File: src/rtl/pmx_pkg.sv
package pmx_pkg;

  // register bus geometry
  localparam int PMX_AW = 12;
  localparam int PMX_NPORT = 5;
  localparam logic [2:0] PMX_NFIELD = 3'd5;
  localparam logic [2:0] PMX_NMISC = 3'd3;

  // byte address = {port, field, 2'b00}; port index 0..4 = ports 0,1,3,4,5
  localparam logic [PMX_AW-1:0] PMX_PORT_STRIDE = 12'h020;
  localparam logic [2:0] PMX_FLD_LATCH = 3'd0;
  localparam logic [2:0] PMX_FLD_DIR = 3'd1;
  localparam logic [2:0] PMX_FLD_FSEL = 3'd2;
  localparam logic [2:0] PMX_FLD_CHOICE = 3'd3;
  localparam logic [2:0] PMX_FLD_OD = 3'd4;
  // misc group at 0x0a0
  localparam logic [2:0] PMX_MISC_PORT = 3'd5;
  localparam logic [2:0] PMX_FLD_KEY = 3'd0;
  localparam logic [2:0] PMX_FLD_RISE = 3'd1;
  localparam logic [2:0] PMX_FLD_FALL = 3'd2;

  // variant strap: two-wire bus present
  localparam logic PMX_HAS_TWO_WIRE = 1'b1;

  // implemented pins per port {p5, p4, p3, p1, p0}
  localparam logic [4:0][15:0] PMX_PIN_MASK =
    {16'h003f, 16'h0007, 16'h033f, 16'h0003, 16'h007f};
  // pins that own a function-select bit (port 1 has none)
  localparam logic [4:0][15:0] PMX_FSEL_MASK =
    {16'h003f, 16'h0007,
     (PMX_HAS_TWO_WIRE ? 16'h033f : 16'h003f), 16'h0000, 16'h007f};
  // pins with two peripheral functions
  localparam logic [4:0][15:0] PMX_CHOICE_MASK =
    {16'h003f, 16'h0000, 16'h0028, 16'h0000, 16'h0000};
  // clocked-serial pins where open-drain is ignored under function 1
  localparam logic [4:0][15:0] PMX_OD_IGNORE =
    {16'h0030, 16'h0006, 16'h0000, 16'h0000, 16'h0000};
  localparam logic [15:0] PMX_KEY_MASK = 16'h003f;
  localparam logic [15:0] PMX_EDGE_MASK = 16'h007c;

  // reset values
  localparam logic [15:0] PMX_DIR_RST = 16'hffff;
  localparam logic [15:0] PMX_LATCH_RST = 16'h0000;
  localparam logic [15:0] PMX_CTRL_RST = 16'h0000;

  localparam logic [1:0] PMX_RESP_OKAY = 2'b00;
  localparam logic [1:0] PMX_RESP_SLVERR = 2'b10;

  // one port's drive: value and enable per pin
  typedef struct packed {
    logic [15:0] o;
    logic [15:0] oe;
  } pmx_drive_t;

  typedef struct packed {
    logic hit;
    logic [2:0] port;
    logic [2:0] field;
  } pmx_dec_t;

  // register decode, shared by read and write paths
  function automatic pmx_dec_t pmx_decode(input logic [PMX_AW-1:0] a);
    pmx_dec_t d;
    d.port = a[7:5];
    d.field = a[4:2];
    d.hit = (a[11:8] == 4'h0) && (a[1:0] == 2'b00) &&
      (((d.port < 3'(PMX_NPORT)) && (d.field < PMX_NFIELD)) ||
       ((d.port == PMX_MISC_PORT) && (d.field < PMX_NMISC)));
    return d;
  endfunction : pmx_decode

  // byte-lane merge of a 16-bit register
  function automatic logic [15:0] pmx_merge(input logic [15:0] old,
                                             input logic [15:0] wd,
                                             input logic [1:0] strb,
                                             input logic [15:0] mask);
    logic [15:0] m;
    m = {{8{strb[1]}}, {8{strb[0]}}} & mask;
    return (old & ~m) | (wd & m);
  endfunction : pmx_merge

endpackage : pmx_pkg

File: src/rtl/pmx_port_mux.sv
// Chosen here: the AXI4-Lite slave port and the register offsets.
`timescale 1ns/100ps
// Notes on behaviour
// - function-select 1 routes pin to peripheral
// - peripheral mode ignores latch and direction
// - choice bit picks first or second function
// - two-wire pins open-drain only when their open-drain bit is set, variant only
// - serial out/clock ignore open-drain bit under function 1
// - select bits per pin, byte writable
module pmx_port_mux
  import pmx_pkg::*;
(
  input wire logic aclk, // 10 MHz clock
  input wire logic aresetn, // sync reset, low
  input wire logic [PMX_AW-1:0] s_axi_awaddr, // write address
  input wire logic s_axi_awvalid, // write address valid
  output logic s_axi_awready, // write address ready
  input wire logic [31:0] s_axi_wdata, // write data
  input wire logic [3:0] s_axi_wstrb, // byte enables
  input wire logic s_axi_wvalid, // write data valid
  output logic s_axi_wready, // write data ready
  output logic [1:0] s_axi_bresp, // write response
  output logic s_axi_bvalid, // write response valid
  input wire logic s_axi_bready, // write response ready
  input wire logic [PMX_AW-1:0] s_axi_araddr, // read address
  input wire logic s_axi_arvalid, // read address valid
  output logic s_axi_arready, // read address ready
  output logic [31:0] s_axi_rdata, // read data
  output logic [1:0] s_axi_rresp, // read response
  output logic s_axi_rvalid, // read data valid
  input wire logic s_axi_rready, // read data ready
  input wire logic [4:0][15:0] pad_in, // pin levels
  output pmx_drive_t [4:0] pad_out, // pin drive and enable
  input wire pmx_drive_t [4:0] periph_fn1, // first function drive
  input wire pmx_drive_t [4:0] periph_fn2, // second function drive
  output logic [4:0][15:0] periph_in1, // pin to first function
  output logic [4:0][15:0] periph_in2, // pin to second function
  output logic [5:0] key_return_input, // key-return levels
  output logic [15:0] rising_edge_select, // port 0 edge enables
  output logic [15:0] falling_edge_select, // port 0 edge enables
  output logic [1:0] analog_output_en // analog pins released
);

  logic [4:0][15:0] port_output_latch_r;
  logic [4:0][15:0] pin_direction_bits_r; // 1 = input
  logic [4:0][15:0] pin_function_select_r;
  logic [4:0][15:0] alt_function_choice_r;
  logic [4:0][15:0] open_drain_select_r;
  logic [15:0] key_return_enable_r;
  logic aw_full_r, w_full_r;
  logic [PMX_AW-1:0] awaddr_r;
  logic [15:0] wdata_r;
  logic [1:0] wstrb_r;
  logic aw_hs, w_hs, wr_commit, ar_hs;
  logic aw_full_nxt, w_full_nxt, bvalid_nxt, rvalid_nxt;
  pmx_dec_t wdec, rdec;
  logic [4:0][15:0] alt_v, choice_v, od_eff, drv_v, drv_en;

  // write channel handshakes, either order
  assign aw_hs = s_axi_awvalid & s_axi_awready;
  assign w_hs = s_axi_wvalid & s_axi_wready;
  assign wr_commit = aw_full_r & w_full_r;
  assign wdec = pmx_decode(awaddr_r);
  assign aw_full_nxt = wr_commit ? 1'b0 : (aw_full_r | aw_hs);
  assign w_full_nxt = wr_commit ? 1'b0 : (w_full_r | w_hs);
  assign bvalid_nxt = wr_commit | (s_axi_bvalid & ~s_axi_bready);

  // write address/data capture and response
  always_ff @(posedge aclk) begin
    if (!aresetn) begin
      aw_full_r <= 1'b0;
      w_full_r <= 1'b0;
      awaddr_r <= '0;
      wdata_r <= '0;
      wstrb_r <= '0;
      s_axi_awready <= 1'b0;
      s_axi_wready <= 1'b0;
      s_axi_bvalid <= 1'b0;
      s_axi_bresp <= PMX_RESP_OKAY;
    end else begin
      if (aw_hs) begin
        awaddr_r <= s_axi_awaddr;
      end
      if (w_hs) begin
        wdata_r <= s_axi_wdata[15:0];
        wstrb_r <= s_axi_wstrb[1:0];
      end
      aw_full_r <= aw_full_nxt;
      w_full_r <= w_full_nxt;
      s_axi_awready <= ~aw_full_nxt & ~bvalid_nxt;
      s_axi_wready <= ~w_full_nxt & ~bvalid_nxt;
      s_axi_bvalid <= bvalid_nxt;
      if (wr_commit) begin
        s_axi_bresp <= wdec.hit ? PMX_RESP_OKAY : PMX_RESP_SLVERR;
      end
    end
  end

  // control register writes, byte lanes honoured
  always_ff @(posedge aclk) begin
    if (!aresetn) begin
      port_output_latch_r <= {PMX_NPORT{PMX_LATCH_RST}};
      pin_direction_bits_r <= PMX_PIN_MASK & {PMX_NPORT{PMX_DIR_RST}};
      pin_function_select_r <= {PMX_NPORT{PMX_CTRL_RST}};
      alt_function_choice_r <= {PMX_NPORT{PMX_CTRL_RST}};
      open_drain_select_r <= {PMX_NPORT{PMX_CTRL_RST}};
      key_return_enable_r <= PMX_CTRL_RST;
      rising_edge_select <= PMX_CTRL_RST;
      falling_edge_select <= PMX_CTRL_RST;
    end else if (wr_commit && wdec.hit) begin
      if (wdec.port == PMX_MISC_PORT) begin
        unique case (wdec.field)
          PMX_FLD_KEY: key_return_enable_r <= pmx_merge(key_return_enable_r,
            wdata_r, wstrb_r, PMX_KEY_MASK);
          PMX_FLD_RISE: rising_edge_select <= pmx_merge(rising_edge_select,
            wdata_r, wstrb_r, PMX_EDGE_MASK);
          default: falling_edge_select <= pmx_merge(falling_edge_select,
            wdata_r, wstrb_r, PMX_EDGE_MASK);
        endcase
      end else begin
        unique case (wdec.field)
          PMX_FLD_LATCH: port_output_latch_r[wdec.port] <= pmx_merge(
            port_output_latch_r[wdec.port], wdata_r, wstrb_r,
            PMX_PIN_MASK[wdec.port]);
          PMX_FLD_DIR: pin_direction_bits_r[wdec.port] <= pmx_merge(
            pin_direction_bits_r[wdec.port], wdata_r, wstrb_r,
            PMX_PIN_MASK[wdec.port]);
          PMX_FLD_FSEL: pin_function_select_r[wdec.port] <= pmx_merge(
            pin_function_select_r[wdec.port], wdata_r, wstrb_r,
            PMX_FSEL_MASK[wdec.port]);
          PMX_FLD_CHOICE: alt_function_choice_r[wdec.port] <= pmx_merge(
            alt_function_choice_r[wdec.port], wdata_r, wstrb_r,
            PMX_CHOICE_MASK[wdec.port]);
          default: open_drain_select_r[wdec.port] <= pmx_merge(
            open_drain_select_r[wdec.port], wdata_r, wstrb_r,
            PMX_PIN_MASK[wdec.port]);
        endcase
      end
    end
  end

  // read channel: one outstanding read
  assign ar_hs = s_axi_arvalid & s_axi_arready;
  assign rdec = pmx_decode(s_axi_araddr);
  assign rvalid_nxt = ar_hs | (s_axi_rvalid & ~s_axi_rready);

  always_ff @(posedge aclk) begin
    if (!aresetn) begin
      s_axi_arready <= 1'b0;
      s_axi_rvalid <= 1'b0;
      s_axi_rdata <= '0;
      s_axi_rresp <= PMX_RESP_OKAY;
    end else begin
      s_axi_arready <= ~rvalid_nxt;
      s_axi_rvalid <= rvalid_nxt;
      if (ar_hs) begin
        s_axi_rresp <= rdec.hit ? PMX_RESP_OKAY : PMX_RESP_SLVERR;
        s_axi_rdata <= '0;
        if (rdec.hit && rdec.port == PMX_MISC_PORT) begin
          unique case (rdec.field)
            PMX_FLD_KEY: s_axi_rdata[15:0] <= key_return_enable_r;
            PMX_FLD_RISE: s_axi_rdata[15:0] <= rising_edge_select;
            default: s_axi_rdata[15:0] <= falling_edge_select;
          endcase
        end else if (rdec.hit) begin
          unique case (rdec.field)
            // inputs read the pin, outputs read the latch
            PMX_FLD_LATCH: s_axi_rdata[15:0] <=
              PMX_PIN_MASK[rdec.port] &
              ((pin_direction_bits_r[rdec.port] & pad_in[rdec.port]) |
               (~pin_direction_bits_r[rdec.port] &
                port_output_latch_r[rdec.port]));
            PMX_FLD_DIR: s_axi_rdata[15:0] <= pin_direction_bits_r[rdec.port];
            PMX_FLD_FSEL: s_axi_rdata[15:0] <= pin_function_select_r[rdec.port];
            PMX_FLD_CHOICE:
              s_axi_rdata[15:0] <= alt_function_choice_r[rdec.port];
            default: s_axi_rdata[15:0] <= open_drain_select_r[rdec.port];
          endcase
        end
      end
    end
  end

  // per-port steering of drive value and enable
  for (genvar p = 0; p < PMX_NPORT; p++) begin : g_port
    assign alt_v[p] = pin_function_select_r[p] & PMX_FSEL_MASK[p];
    assign choice_v[p] = alt_function_choice_r[p] & alt_v[p];
    assign od_eff[p] = open_drain_select_r[p] &
      ~(alt_v[p] & ~choice_v[p] & PMX_OD_IGNORE[p]);
    // peripheral owns value and enable, latch/dir unused
    assign drv_v[p] = (alt_v[p] & ((choice_v[p] & periph_fn2[p].o) |
      (~choice_v[p] & periph_fn1[p].o))) |
      (~alt_v[p] & port_output_latch_r[p]);
    assign drv_en[p] = PMX_PIN_MASK[p] & ((alt_v[p] &
      ((choice_v[p] & periph_fn2[p].oe) | (~choice_v[p] & periph_fn1[p].oe)))
      | (~alt_v[p] & ~pin_direction_bits_r[p]));
  end

  // registered pads; open-drain only pulls low
  always_ff @(posedge aclk) begin
    if (!aresetn) begin
      pad_out <= '0;
    end else begin
      for (int p = 0; p < PMX_NPORT; p++) begin
        pad_out[p].o <= drv_v[p] & ~od_eff[p];
        pad_out[p].oe <= drv_en[p] & ~(od_eff[p] & drv_v[p]);
      end
    end
  end

  // pin levels back to peripherals and key-return; analog enables from port 1 direction bits
  always_ff @(posedge aclk) begin
    if (!aresetn) begin
      periph_in1 <= '0;
      periph_in2 <= '0;
      key_return_input <= '0;
      analog_output_en <= '0;
    end else begin
      for (int p = 0; p < PMX_NPORT; p++) begin
        periph_in1[p] <= pad_in[p] & alt_v[p] & ~choice_v[p];
        periph_in2[p] <= pad_in[p] & choice_v[p];
      end
      key_return_input <= pad_in[4][5:0] & key_return_enable_r[5:0] &
        ~alt_v[4][5:0] & pin_direction_bits_r[4][5:0];
      analog_output_en <= pin_direction_bits_r[1][1:0];
    end
  end
endmodule : pmx_port_mux

File: config.mk
export PLATFORM = sky130hd
export DESIGN_NAME = pmx_port_mux
export DESIGN_NICKNAME = d
export VERILOG_FILES = /design/src/rtl/pmx_pkg.sv /design/src/rtl/pmx_port_mux.sv
export SDC_FILE = /design/constraint.sdc
export NUM_CORES = 1
export LEC_CHECK = 0
export ABC_CLOCK_PERIOD_IN_PS = 2700
export BUFFER_PORTS_ARGS = -buffer_cell sky130_fd_sc_hd__buf_2
export CAP_MARGIN = 15
export CORE_AREA = 5 5 337 339
export DETAILED_ROUTE_END_ITERATION = 10
export DIE_AREA = 0 0 342 344
export PLACE_DENSITY = 0.42
export SYNTH_ARGS = -nofsm -noshare
export SYNTH_HDL_FRONTEND = slang
export SYNTH_SLANG_ARGS = --single-unit
export TNS_END_PERCENT = 10
File: constraint.sdc
create_clock -name aclk -period 2.7 [get_ports aclk]
set_input_delay 0.27 -clock aclk [delete_from_list [all_inputs] [get_ports aclk]]
set_output_delay 0.27 -clock aclk [all_outputs]
set_load 0.005 [all_outputs]
Yosys cells after proc, flatten, opt, wreduce, memory -nomap -nowiden
Memory sizes are Yosys's and may differ from the RTL's. A register that Yosys moved wholly into a read port is not among the register bits.
Index checks and enable logic that the tools add are counted.

word-level totals
  flip-flop bits (word level) = 833
  memory bits (read-only) = 512
  bits of input ports = 467
  output and inout bits = 401
  logic and storage cells = 327
  memories kept = 4

memories
  name              words  bits a word  rd ports  clocked after Yosys merged registers in  write ports  line                 source
  (name not given)  8      16           1         0                                        0            pmx_port_mux.sv:169  PMX_PIN_MASK[rdec.port] &
  (name not given)  8      16           1         1                                        0            pmx_port_mux.sv:136  PMX_PIN_MASK[wdec.port]);
  (name not given)  8      16           1         1                                        0            pmx_port_mux.sv:133  PMX_CHOICE_MASK[wdec.port]);
  (name not given)  8      16           1         1                                        0            pmx_port_mux.sv:130  PMX_FSEL_MASK[wdec.port]);

operators by class
  $lt $le $gt $ge = 9
  equality and inequality tests = 8
  mux-type cells = 47
  bitwise operators = 167
  reduce and logical (&&, ||, !) cells = 29

operator list
  cell                                     number
  bitwise AND 16 bit                       49
  binary-select mux 16 bit (select 3 bit)  11
  bitwise mux 80 bit                       5
  2-to-1 mux 16 bit                        18
  NOT 16 bit                               18
  bitwise OR 16 bit                        17
  one-hot mux 16 bit (4 select lines)      1
  bitwise AND 16 x 6 -> 16 bit             3
  bitwise AND 16 x 7 -> 16 bit             3
  bitwise AND 6 bit                        8
  demux 16 bit (select 3 bit)              1
  NOT 6 -> 16 bit                          3
  bitwise AND 10 bit                       4
  bitwise AND 10 x 16 -> 16 bit            2
  bitwise AND 16 x 10 -> 16 bit            2
  bitwise AND 16 x 3 -> 16 bit             2
  bitwise AND 3 x 16 -> 16 bit             2
  bitwise AND 6 x 16 -> 16 bit             2
  bitwise AND 7 x 16 -> 16 bit             2
  NOT 3 -> 16 bit                          2
  NOT 7 -> 16 bit                          2
  one-hot mux 16 bit (2 select lines)      1
  bitwise AND 7 bit                        4
  AND reduction 3 bit                      8
  other kinds (32)                         90

Logic depth before layout (Yosys ltp)
Gate-level depths: netlist of the first run.

  depth after elaboration = 9
  depth in mapped cells = 9

Least setup slack after synthesis of the first run
OpenSTA, ideal clock, no wires.

  kind = reg-to-reg
  from = register awaddr_r[8]
  to = register alt_function_choice_r[0] in the netlist's numbering
  library setup time = 0.128 ns
  arrival time = 2.156 ns
  required time = 2.572 ns
  path slack = 0.417 ns
  stages on the path, launching flop included = 7
  path buffers = 1
  cells stage by stage = dfxtp_1 > or4_4 > or4_4 > buf_12 > nor3_4 > mux2i_1 > nor2_1

on the way
  cells in the longest elaborated chain, start to end = 5

ends and longest elaborated chain
  what                                  line                 source
  start: declaration                    pmx_port_mux.sv:51   logic [PMX_AW-1:0] awaddr_r;
  start signal: assignment              pmx_port_mux.sv:82   awaddr_r <= s_axi_awaddr;
  zero test 4 bit                       pmx_pkg.sv:66        d.hit = (a[11:8] == 4'h0) && (a[1:0] == 2'b00) &&
  logical AND 1 bit (2 in a row)        pmx_pkg.sv:66
  logical AND 1 bit                     pmx_port_mux.sv:110  end else if (wr_commit && wdec.hit) begin
  AND reduction 3 bit (no source line)  --
  end signal: assignment                pmx_port_mux.sv:105  alt_function_choice_r <= {PMX_NPORT{PMX_CTRL_RST}};
  end signal: indexed assignment        pmx_port_mux.sv:131  PMX_FLD_CHOICE: alt_function_choice_r[wdec.port] <= pmx_merge(
  end: declaration                      pmx_port_mux.sv:47   logic [4:0][15:0] alt_function_choice_r;

Every way passes these cells.
A chain may end at the register's enable or synchronous reset.

Worst setup path in the final report of the first run
  from = register awaddr_r[8]
  to = register alt_function_choice_r[32] in the netlist's numbering

Same word-level chain as after synthesis.

==> results_tabular.tex, run 1 <==
\begin{tabular}{lr}
\hline
Metric & Value \\
\hline
\multicolumn{2}{l}{\textbf{Pwr}} \\
\quad Sw frac & between 20\% and 30\% \\
\quad Sequential share of power & 42.6\% \\
\quad Worst IR drop on VDD & 0.000474 V \\
\quad Clock share of power & 50.8\% \\
\quad Final Power & 22.1 mW \\
\quad Relative contribution of combinational cells to total power & 6.5\% \\
\quad Internal Dissipation & around 17 mW \\
\quad Static power due to leakage & 14.5 nW \\
\quad Power per Cell Area & $\sim$630 mW/mm\^{}2 \\
\quad Switching power total & 5.54 mW \\
\multicolumn{2}{l}{\textbf{Synthesis}} \\
\quad Cell taking the most area after synthesis & dfxtp\_1 \\
\quad Fraction of synthesized cell area taken by the top area cell type & 45.4\% \\
\quad Post-synthesis cell count & 3022 \\
\quad Register area share after synthesis & 45.4\% \\
\quad Most area-consuming cells after synthesis & dfxtp\_1 45\%, buf\_4 5.7\%, mux4\_2 5.3\% \\
\quad Mean post-synth cell area & 9.22 um\^{}2 \\
\quad Proportion of register bits with asynchronous set or reset after synthesis & 0\% \\
\quad Warnings from Yosys & 0 \\
\quad Cell Area, Synth & 0.0279 mm\^{}2 \\
\quad Most frequently used flop master after synthesis & dfxtp\_1 \\
\quad Total of flip-flops plus latches after synthesis & 632 \\
\quad EDFF count, synth & 0 \\
\quad Synth cell types & 67 \\
\multicolumn{2}{l}{\textbf{Placed design}} \\
\quad \# port buffers & 365 \\
\quad DP Worst Slack & -111 ps \\
\quad Global placer's final weighted congestion & 0.884 \\
\quad HPWL Detailed & 90000 um \\
\quad Post-Place Cell Area & around 0.032 mm\^{}2 \\
\multicolumn{2}{l}{\textbf{Route}} \\
\quad Number of nets with antenna violations after detailed routing & 0 \\
\quad Number of remaining DRC errors & 0 \\
\quad Iteration count of the initial detailed-routing pass & 9 \\
\quad Per-cell via count in the routed design & 4.75 \\
\quad Detailed Route Iter0 Violations & 2181 \\
\quad Routed vias & 24100 \\
\quad Routed wirelength normalized by instance count & about 24 um \\
\quad Routed WL & around 120000 um \\
\multicolumn{2}{l}{\textbf{Cells and area}} \\
\quad Post-Route Utilization & 32.1\% \\
\quad Final nets & $\sim$4000 \\
\quad Fraction of layout cells with a size suffix above 1 & around 25\% \\
\quad Area of all placed cells without fillers & around 0.035 mm\^{}2 \\
\quad Total of fill cells in the finished design & 11500 \\
\quad Top library cells by usage in the layout, fill and taps aside & 630 x dfxtp\_1, 362 x buf\_2, 323 x nand2\_1 \\
\quad Syn-to-layout area delta & 26.8\% \\
\quad Most common library cell in the layout ignoring fill and taps & dfxtp\_1 \\
\multicolumn{2}{l}{\textbf{Die}} \\
\quad Count of standard-cell rows & between 100 and 150 \\
\quad Die height & 344 um \\
\quad Effective utilization at floorplan & 25.3\% \\
\quad IO Pins & 868 \\
\quad Floorplan Core Area & 0.110 mm\^{}2 \\
\quad Die X & about 340 um \\
\quad DIE AREA & between 0.1 and 0.15 mm\^{}2 \\
\multicolumn{2}{l}{\textbf{Setup path}} \\
\quad Launching point of the worst reg2reg path & awaddr\_r[8]\$\_SDFFE\_PN0P\_ \\
\quad CP max stage cell & or4\_4 \\
\quad Kind of launch point of the worst setup path & register \\
\quad Most used cell, CP & or4\_4 \\
\quad Kind of critical path & register to register \\
\quad CP Launch Point & awaddr\_r[8]\$\_SDFFE\_PN0P\_ \\
\quad Delay contributed by the slowest stage of the critical path & around 700 ps \\
\quad Worst R2R Path Depth & 6 \\
\quad Reg-to-reg slack, setup & approximately 170 ps \\
\quad Worst path required time & 3230 ps \\
\quad Highest fanout seen on the critical path & 10 \\
\quad FF-to-FF End & alt\_function\_choice\_r[32]\$\_SDFFE\_PN0P\_ \\
\quad Endpoint kind of the worst setup timing path & register \\
\quad Crit-path cells & or4\_4, or4\_4, nor3\_4, buf\_12, mux2i\_1, nor2\_1 \\
\quad Capture point of the critical path & alt\_function\_choice\_r[32]\$\_SDFFE\_PN0P\_ \\
\quad CP Data Arrival Time & 3060 ps \\
\multicolumn{2}{l}{\textbf{Timing}} \\
\quad Final setup violating endpoints & 0 \\
\quad Final hold viol count & 0 \\
\quad Worst-case headroom to the max-slew limit & approximately a quarter \\
\quad Maximum operating frequency & approximately 0.40 GHz \\
\quad Post-route clock period utilization & around 94\% \\
\quad Worst Max-Slew Pin Slew & 1120 ps \\
\quad Final critical path time including I/O delays and setup & about 2500 ps \\
\quad Unrepaired setup endpoints after global routing & no \\
\quad Number of max-slew violations in the final report & 0 \\
\quad Final critical-path setup slack & roughly 170 ps \\
\quad Maximum clock skew at final layout & 41.4 ps \\
\quad Setup TNS & 0 ps \\
\multicolumn{2}{l}{\textbf{Clocking}} \\
\quad Total number of H-tree levels & 3 \\
\quad Clock sink count & 632 \\
\quad Number of buffers added by the clock tree synthesis step & 78 \\
\quad Master cell of the clock root buffer & clkbuf\_16 \\
\quad Clk slew on worst S/H paths & 60 ps \\
\quad Clock tree from TritonCTS & yes \\
\quad Skew-Pair Late Insertion Delay & 680 ps \\
\quad Deepest clock path buffer count & 3 \\
\multicolumn{2}{l}{\textbf{Job}} \\
\quad \# Max-Cap Violations & 0 \\
\multicolumn{2}{l}{\textbf{Global route}} \\
\quad Via count of the first global-routing pass & 23000 \\
\quad Total congestion overflow after global routing & 0 \\
\quad Global-route usage over all layers & 19.5\% \\
\quad Antenna violations before repair & 6 \\
\quad Global-route wire length before repair & 169000 um \\
\quad Maximum number of pins on one net before global-route repair & 99 \\
\multicolumn{2}{l}{\textbf{Worst hold path}} \\
\quad Worst min-delay path startpoint & periph\_fn1[81] \\
\quad Min-delay worst type & primary input to register \\
\multicolumn{2}{l}{\textbf{Status}} \\
\quad Run status & finished, final reports clean \\
\hline
\end{tabular}
-- repair_timing --
item / in CTS / in global routing
setup buffers: 0 / 0
endpoints found under the hold margin: 93 / 0
hold buffers: 61 / 0
gates resized for setup: 1 / 0
setup endpoints to repair: 41 / 0
-- layout make-up --
cell class	count	area [um^2]	share of cell area, %
clock buffer	112	2310	6.53
sequential	632	12700	35.8
clock inverter	30	453	1.28
inverter	45	176	0.499
multi-input combinational	2125	13400	38.0
tap	1488	1860	5.27
timing repair buffer	644	4450	12.6
antenna	5	12.5	0.0354
-- critical path, delay by kind of cell (launching register included) --
family        cells  cell delay (ps)
flops             1              320
buf+inv           1              180
mux               1              200
simple gates      4             1650
-- state kept, by name, summed over array words and instances (netlist names), 12 cells and up, named ones only --
name and count:
alt_v 24, periph_in2 24, pin_direction_bits_r 80, s_axi_rdata 16, od_eff 48, pad_out 106
port_output_latch_r 64, alt_function_choice_r 80, pin_function_select_r 56, open_drain_select_r 32, drv_v 16, periph_in1 24
awaddr_r 12
-- power by group through the flow --
| stage | combinational (mW) | clock, mW | sequential [mW] |
|---|---|---|---|
| 6_report | 1.45 | 11.2 | 9.42 |
| 5_1_grt | 1.54 | 12.0 | 9.42 |
| 4_1_cts | 1.43 | 11.6 | 9.42 |
| 3_5_place_dp | 1.36 | 0 | 9.63 |
| 3_3_place_gp | 1.36 | 0 | 9.63 |
| 2_1_floorplan | 0.923 | 0 | 9.59 |
-- cell usage after synthesis, types with 51 or more instances --
cell type	count
nor2_1	175
buf_4	210
o21ai_0	76
dfxtp_1	632
clkbuf_1	181
nor3b_1	51
nand2_1	323
mux2i_1	142
and2_1	196
nand3_1	182
a21oi_1	272
mux4_2	66
mux2_2	63
-- how the worst min path moves through the flow --
stage	slack [ps]	cells past startpoint	end
6_report	60	4	pad_out[65]$_SDFF_PN0_
5_1_grt	40	3	pad_out[129]$_SDFF_PN0_
4_1_cts	10	3	pad_out[131]$_SDFF_PN0_
3_5_place_dp	420	1	pad_out[55]$_SDFF_PN0_
3_3_place_gp	420	1	pad_out[155]$_SDFF_PN0_
2_1_floorplan	390	2	key_return_input[3]$_SDFF_PN0_
-- metal layers --
metal  vias up  track usage [%]  wire (um)
li1      11200                -          -
met1     11800             27.6      53800
met2      1024             30.5      54300
met3       139             3.98       9950
met4         0             4.77       2350
met5         -                0          0
-- stage by stage --
stage | hold slack [ps] | cells
6_report | 55.9 | 5081
5_1_grt | 43.5 | 5077
4_1_cts | 12.4 | 5076
3_5_place_dp | 423 | 4873
3_3_place_gp | 419 | 4873
2_1_floorplan | 395 | 3227
-- logic make-up (layout without fill, tap and decap cells) --
logic type / after synthesis / in the layout / share of synthesized area [%]
AOI/OAI and AO/OA: 542 / 542 / 12.0
DFF: 632 / 632 / 45.4
muxes: 271 / 271 / 13.0
other: 1 / 211 / 0.0135
buffers and inverters: 470 / 831 / 9.29
and+or+nand+nor: 1106 / 1106 / 20.3
Note: power is estimated with default switching activity, not from simulation.
==> inputs of run 2 (changes only) <==
--- a/config.mk
+++ b/config.mk
@@ -5,13 +5,14 @@
 export SDC_FILE = /design/constraint.sdc
 export NUM_CORES = 1
 export LEC_CHECK = 0
+export ABC_AREA = 1
 export ABC_CLOCK_PERIOD_IN_PS = 2700
 export BUFFER_PORTS_ARGS = -buffer_cell sky130_fd_sc_hd__buf_2
 export CAP_MARGIN = 15
-export CORE_AREA = 5 5 337 339
+export CORE_AREA = 5 5 331 333
 export DETAILED_ROUTE_END_ITERATION = 10
-export DIE_AREA = 0 0 342 344
-export PLACE_DENSITY = 0.42
+export DIE_AREA = 0 0 336 338
+export PLACE_DENSITY = 0.44
 export SYNTH_ARGS = -nofsm -noshare
 export SYNTH_HDL_FRONTEND = slang
 export SYNTH_SLANG_ARGS = --single-unit
==> results_tabular.tex, run 2 <==
\begin{tabular}{lr}
\hline
Metric & Value \\
\hline
\multicolumn{2}{l}{\textbf{Die}} \\
\quad Floorplan Core Area & 0.106 mm\^{}2 (-3.4\%) \\
\quad Die X & 336 um (-1.8\%) \\
\quad Count of standard-cell rows & 120 (-1.6\%) \\
\quad DIE AREA & 0.114 mm\^{}2 (-3.5\%) \\
\quad Effective utilization at floorplan & 26.9\% (+1.5 points) \\
\quad IO Pins & 868 (unchanged) \\
\quad Die height & 338 um (-1.7\%) \\
\multicolumn{2}{l}{\textbf{Cells and area}} \\
\quad Fraction of layout cells with a size suffix above 1 & 14.5\% (-10 points) \\
\quad Most common library cell in the layout ignoring fill and taps & nand2\_1 \\
\quad Syn-to-layout area delta & 24.1\% \\
\quad Register with the most flip-flops & pad\_out \\
\quad Top library cells by usage in the layout, fill and taps aside & 1214 x nand2\_1, 672 x nor2\_1, 632 x dfxtp\_1 \\
\quad Final nets & 5189 (+30\%) \\
\quad Largest registers & pad\_out (106), alt\_function\_choice\_r (80), pin\_direction\_bits\_r (80) \\
\quad Flip-flop count of the largest register after layout & 106 (unchanged) \\
\quad Post-Route Utilization & 33.3\% (+1.2 points) \\
\multicolumn{2}{l}{\textbf{Pwr}} \\
\quad Worst IR drop on VDD & 0.000416 V (-12\%) \\
\quad Power per Cell Area & 621 mW/mm\^{}2 (-0.65\%) \\
\quad Static power due to leakage & 18.9 nW (+31\%) \\
\quad Final Power & 22.0 mW (-0.40\%) \\
\multicolumn{2}{l}{\textbf{Route}} \\
\quad Iteration count of the initial detailed-routing pass & 5 (-4) \\
\quad Routed length on met1 & 57800 um (+7.3\%) \\
\quad Routed WL & 131000 um (+8.4\%) \\
\quad Highest layer used for signal routing & met5 \\
\quad Number of remaining DRC errors & 0 (unchanged) \\
\quad Met3 routed WL & 11200 um (+13\%) \\
\quad Routed vias & 28300 (+17\%) \\
\quad Detailed Route Iter0 Violations & 2512 (+15\%) \\
\quad Per-cell via count in the routed design & 4.57 (-3.7\%) \\
\quad Detailed-routed wire length on met2 & 56100 um (+3.2\%) \\
\quad Number of nets with antenna violations after detailed routing & 0 (unchanged) \\
\quad Routed wirelength normalized by instance count & 21.1 um (-11\%) \\
\multicolumn{2}{l}{\textbf{Synthesis}} \\
\quad Proportion of register bits with asynchronous set or reset after synthesis & 0\% (unchanged) \\
\quad Synth cell types & 35 (-48\%) \\
\quad Most area-consuming cells after synthesis & dfxtp\_1 44\%, nand2\_1 16\%, nor2\_1 8.8\% \\
\quad Cell Area, Synth & 0.0286 mm\^{}2 (+2.5\%) \\
\quad Post-synth top cells & 1214 x nand2\_1, 673 x nor2\_1, 632 x dfxtp\_1 \\
\quad Most frequently used flop master after synthesis & dfxtp\_1 \\
\quad EDFF count, synth & 0 (unchanged) \\
\quad Cell taking the most area after synthesis & dfxtp\_1 \\
\quad Register area share after synthesis & 44.3\% (-1.1 points) \\
\quad Post-synthesis cell count & 4229 (+40\%) \\
\quad Total of flip-flops plus latches after synthesis & 632 (unchanged) \\
\quad Fraction of synthesized cell area taken by the top area cell type & 44.3\% (-1.1 points) \\
\quad Warnings from Yosys & 0 (unchanged) \\
\quad Mean post-synth cell area & 6.76 um\^{}2 (-27\%) \\
\quad Leading cell type by number of instances after synthesis & nand2\_1 \\
\multicolumn{2}{l}{\textbf{Timing}} \\
\quad Final hold viol count & 0 (unchanged) \\
\quad Final critical path time including I/O delays and setup & 2320 ps (-206 ps) \\
\quad Maximum operating frequency & 0.431 GHz (+8.9\%) \\
\quad Final setup violating endpoints & 0 (unchanged) \\
\quad Post-route clock period utilization & 86.0\% (-7.6 points) \\
\quad Setup TNS & 0 ps (unchanged) \\
\quad Maximum clock skew at final layout & 48.6 ps (+7.28 ps) \\
\quad Final critical-path setup slack & 378 ps (+206 ps) \\
\quad Worst-case headroom to the max-slew limit & 46.6\% (+22 points) \\
\quad Worst hold slack & 23.3 ps (-32.6 ps) \\
\quad Worst Max-Slew Pin Slew & 799 ps (-323 ps) \\
\quad Number of max-slew violations in the final report & 0 (unchanged) \\
\quad Unrepaired setup endpoints after global routing & no \\
\multicolumn{2}{l}{\textbf{Clocking}} \\
\quad Number of buffers added by the clock tree synthesis step & 77 (-1.3\%) \\
\quad Clock tree from TritonCTS & yes \\
\quad Post-CTS sizing & 0 (-1) \\
\quad Deepest clock path buffer count & 3 (unchanged) \\
\quad Master cell of the clock root buffer & clkbuf\_16 \\
\quad Clock sink count & 632 (unchanged) \\
\quad Setup repair bufs after CTS & 0 (unchanged) \\
\quad Skew-Pair Late Insertion Delay & 670 ps (about the same) \\
\quad Total number of H-tree levels & 3 (unchanged) \\
\quad Clk slew on worst S/H paths & 60 ps (about the same) \\
\quad Hold Buf Count CTS & 59 (-3.3\%) \\
\multicolumn{2}{l}{\textbf{Worst hold path}} \\
\quad Min-delay worst type & primary input to register \\
\multicolumn{2}{l}{\textbf{Global route}} \\
\quad Via count of the first global-routing pass & 26300 (+14\%) \\
\quad Maximum number of pins on one net before global-route repair & 85 (-14\%) \\
\quad Global-route usage over all layers & 22.0\% (+2.6 points) \\
\quad Total congestion overflow after global routing & 0 (unchanged) \\
\quad Global-route wire length before repair & 184000 um (+8.9\%) \\
\quad Antenna violations before repair & 20 (+14) \\
\multicolumn{2}{l}{\textbf{Placed design}} \\
\quad Global placer's final weighted congestion & 0.912 (+3.1\%) \\
\quad \# port buffers & 371 (+1.6\%) \\
\quad HPWL Detailed & 96600 um (+7.4\%) \\
\quad DP Worst Slack & 294 ps (+404 ps) \\
\multicolumn{2}{l}{\textbf{Status}} \\
\quad Run status & finished, final reports clean \\
\multicolumn{2}{l}{\textbf{Setup path}} \\
\quad Reg-to-reg slack, setup & 380 ps (+210 ps) \\
\quad Capture point of the critical path & pin\_direction\_bits\_r[57]\$\_SDFFE\_PN0P\_ \\
\quad CP Data Arrival Time & 2880 ps (-180 ps) \\
\quad Launching point of the worst reg2reg path & awaddr\_r[11]\$\_SDFFE\_PN0P\_ \\
\quad Kind of critical path & register to register \\
\quad CP Launch Point & awaddr\_r[11]\$\_SDFFE\_PN0P\_ \\
\quad FF-to-FF End & pin\_direction\_bits\_r[57]\$\_SDFFE\_PN0P\_ \\
\quad Highest fanout seen on the critical path & 11 (+1) \\
\quad Worst R2R Path Depth & 8 (+2) \\
\quad Worst path required time & 3250 ps (+20 ps) \\
\quad Kind of launch point of the worst setup path & register \\
\quad Endpoint kind of the worst setup timing path & register \\
\multicolumn{2}{l}{\textbf{Job}} \\
\quad \# Max-Cap Violations & 0 (unchanged) \\
\hline
\end{tabular}
==> run 2: report_power, final <==
part	switching, mW	leakage (nW)	total (mW)	internal (mW)
clock	4.49	1.29	10.8	6.28
sequential	0.0529	5.10	9.44	9.38
combinational	1.28	12.6	1.80	0.518
total	5.83	18.9	22.0	16.2
==> run 2: per-layer routing <==
layer	global-route usage, %	vias up
li1	-	13800
met3	4.50	201
met1	30.0	13100
met4	8.68	24
met5	0	-
met2	34.4	1266
==> run 2: through the flow <==
step	std cells	instance area (um^2)
floorplan	4434	29300
global placement	5987	32200
detailed placement	5987	32200
CTS	6186	35400
global route	6188	35400
finish	6190	35400
==> run 2: cells by family after synthesis <==
kind of cell	Yosys count	share of synthesized area (%)
AND/OR/NAND/NOR	2193	30.7
buffers and inverters	910	15.0
flip-flops	632	44.3
AO/OA/AOI/OAI	491	9.86
multiplexers	2	0.0701
other	1	0.0131
==> run 2: area by class of cell <==
class	instances	area (um^2)
fill	11700	70900
sequential	632	12700
multi-input combinational	2892	12400
timing repair buffer	599	4050
clock buffer	112	2230
inverter	520	1950
tap	1403	1760
clock inverter	28	388
antenna	4	10.0
==> run 2: worst min-delay path by stage <==
stage	slack [ps]	cells after the start	start	end
floorplan	400	1	od_eff[20]$_SDFFE_PN0P_	pad_out[52]$_SDFF_PN0_
finish	20	5	periph_fn2[2]	pad_out[2]$_SDFF_PN0_
global route	30	3	periph_fn2[148]	pad_out[148]$_SDFF_PN0_
detailed placement	410	2	pin_direction_bits_r[74]$_SDFFE_PN0P_	pin_direction_bits_r[74]$_SDFFE_PN0P_
global placement	410	2	pin_direction_bits_r[45]$_SDFFE_PN0P_	pin_direction_bits_r[45]$_SDFFE_PN0P_
CTS	0.8	3	periph_fn2[148]	pad_out[148]$_SDFF_PN0_
==> run 2: critical path: stages (launching register included) <==
cell	delay, ps
dfxtp_1	300
or2_2	320
nor3_1	250
nand3_1	170
inv_1	350
nand3_2	410
buf_4	290
nor2_1	100
nor2_1	50
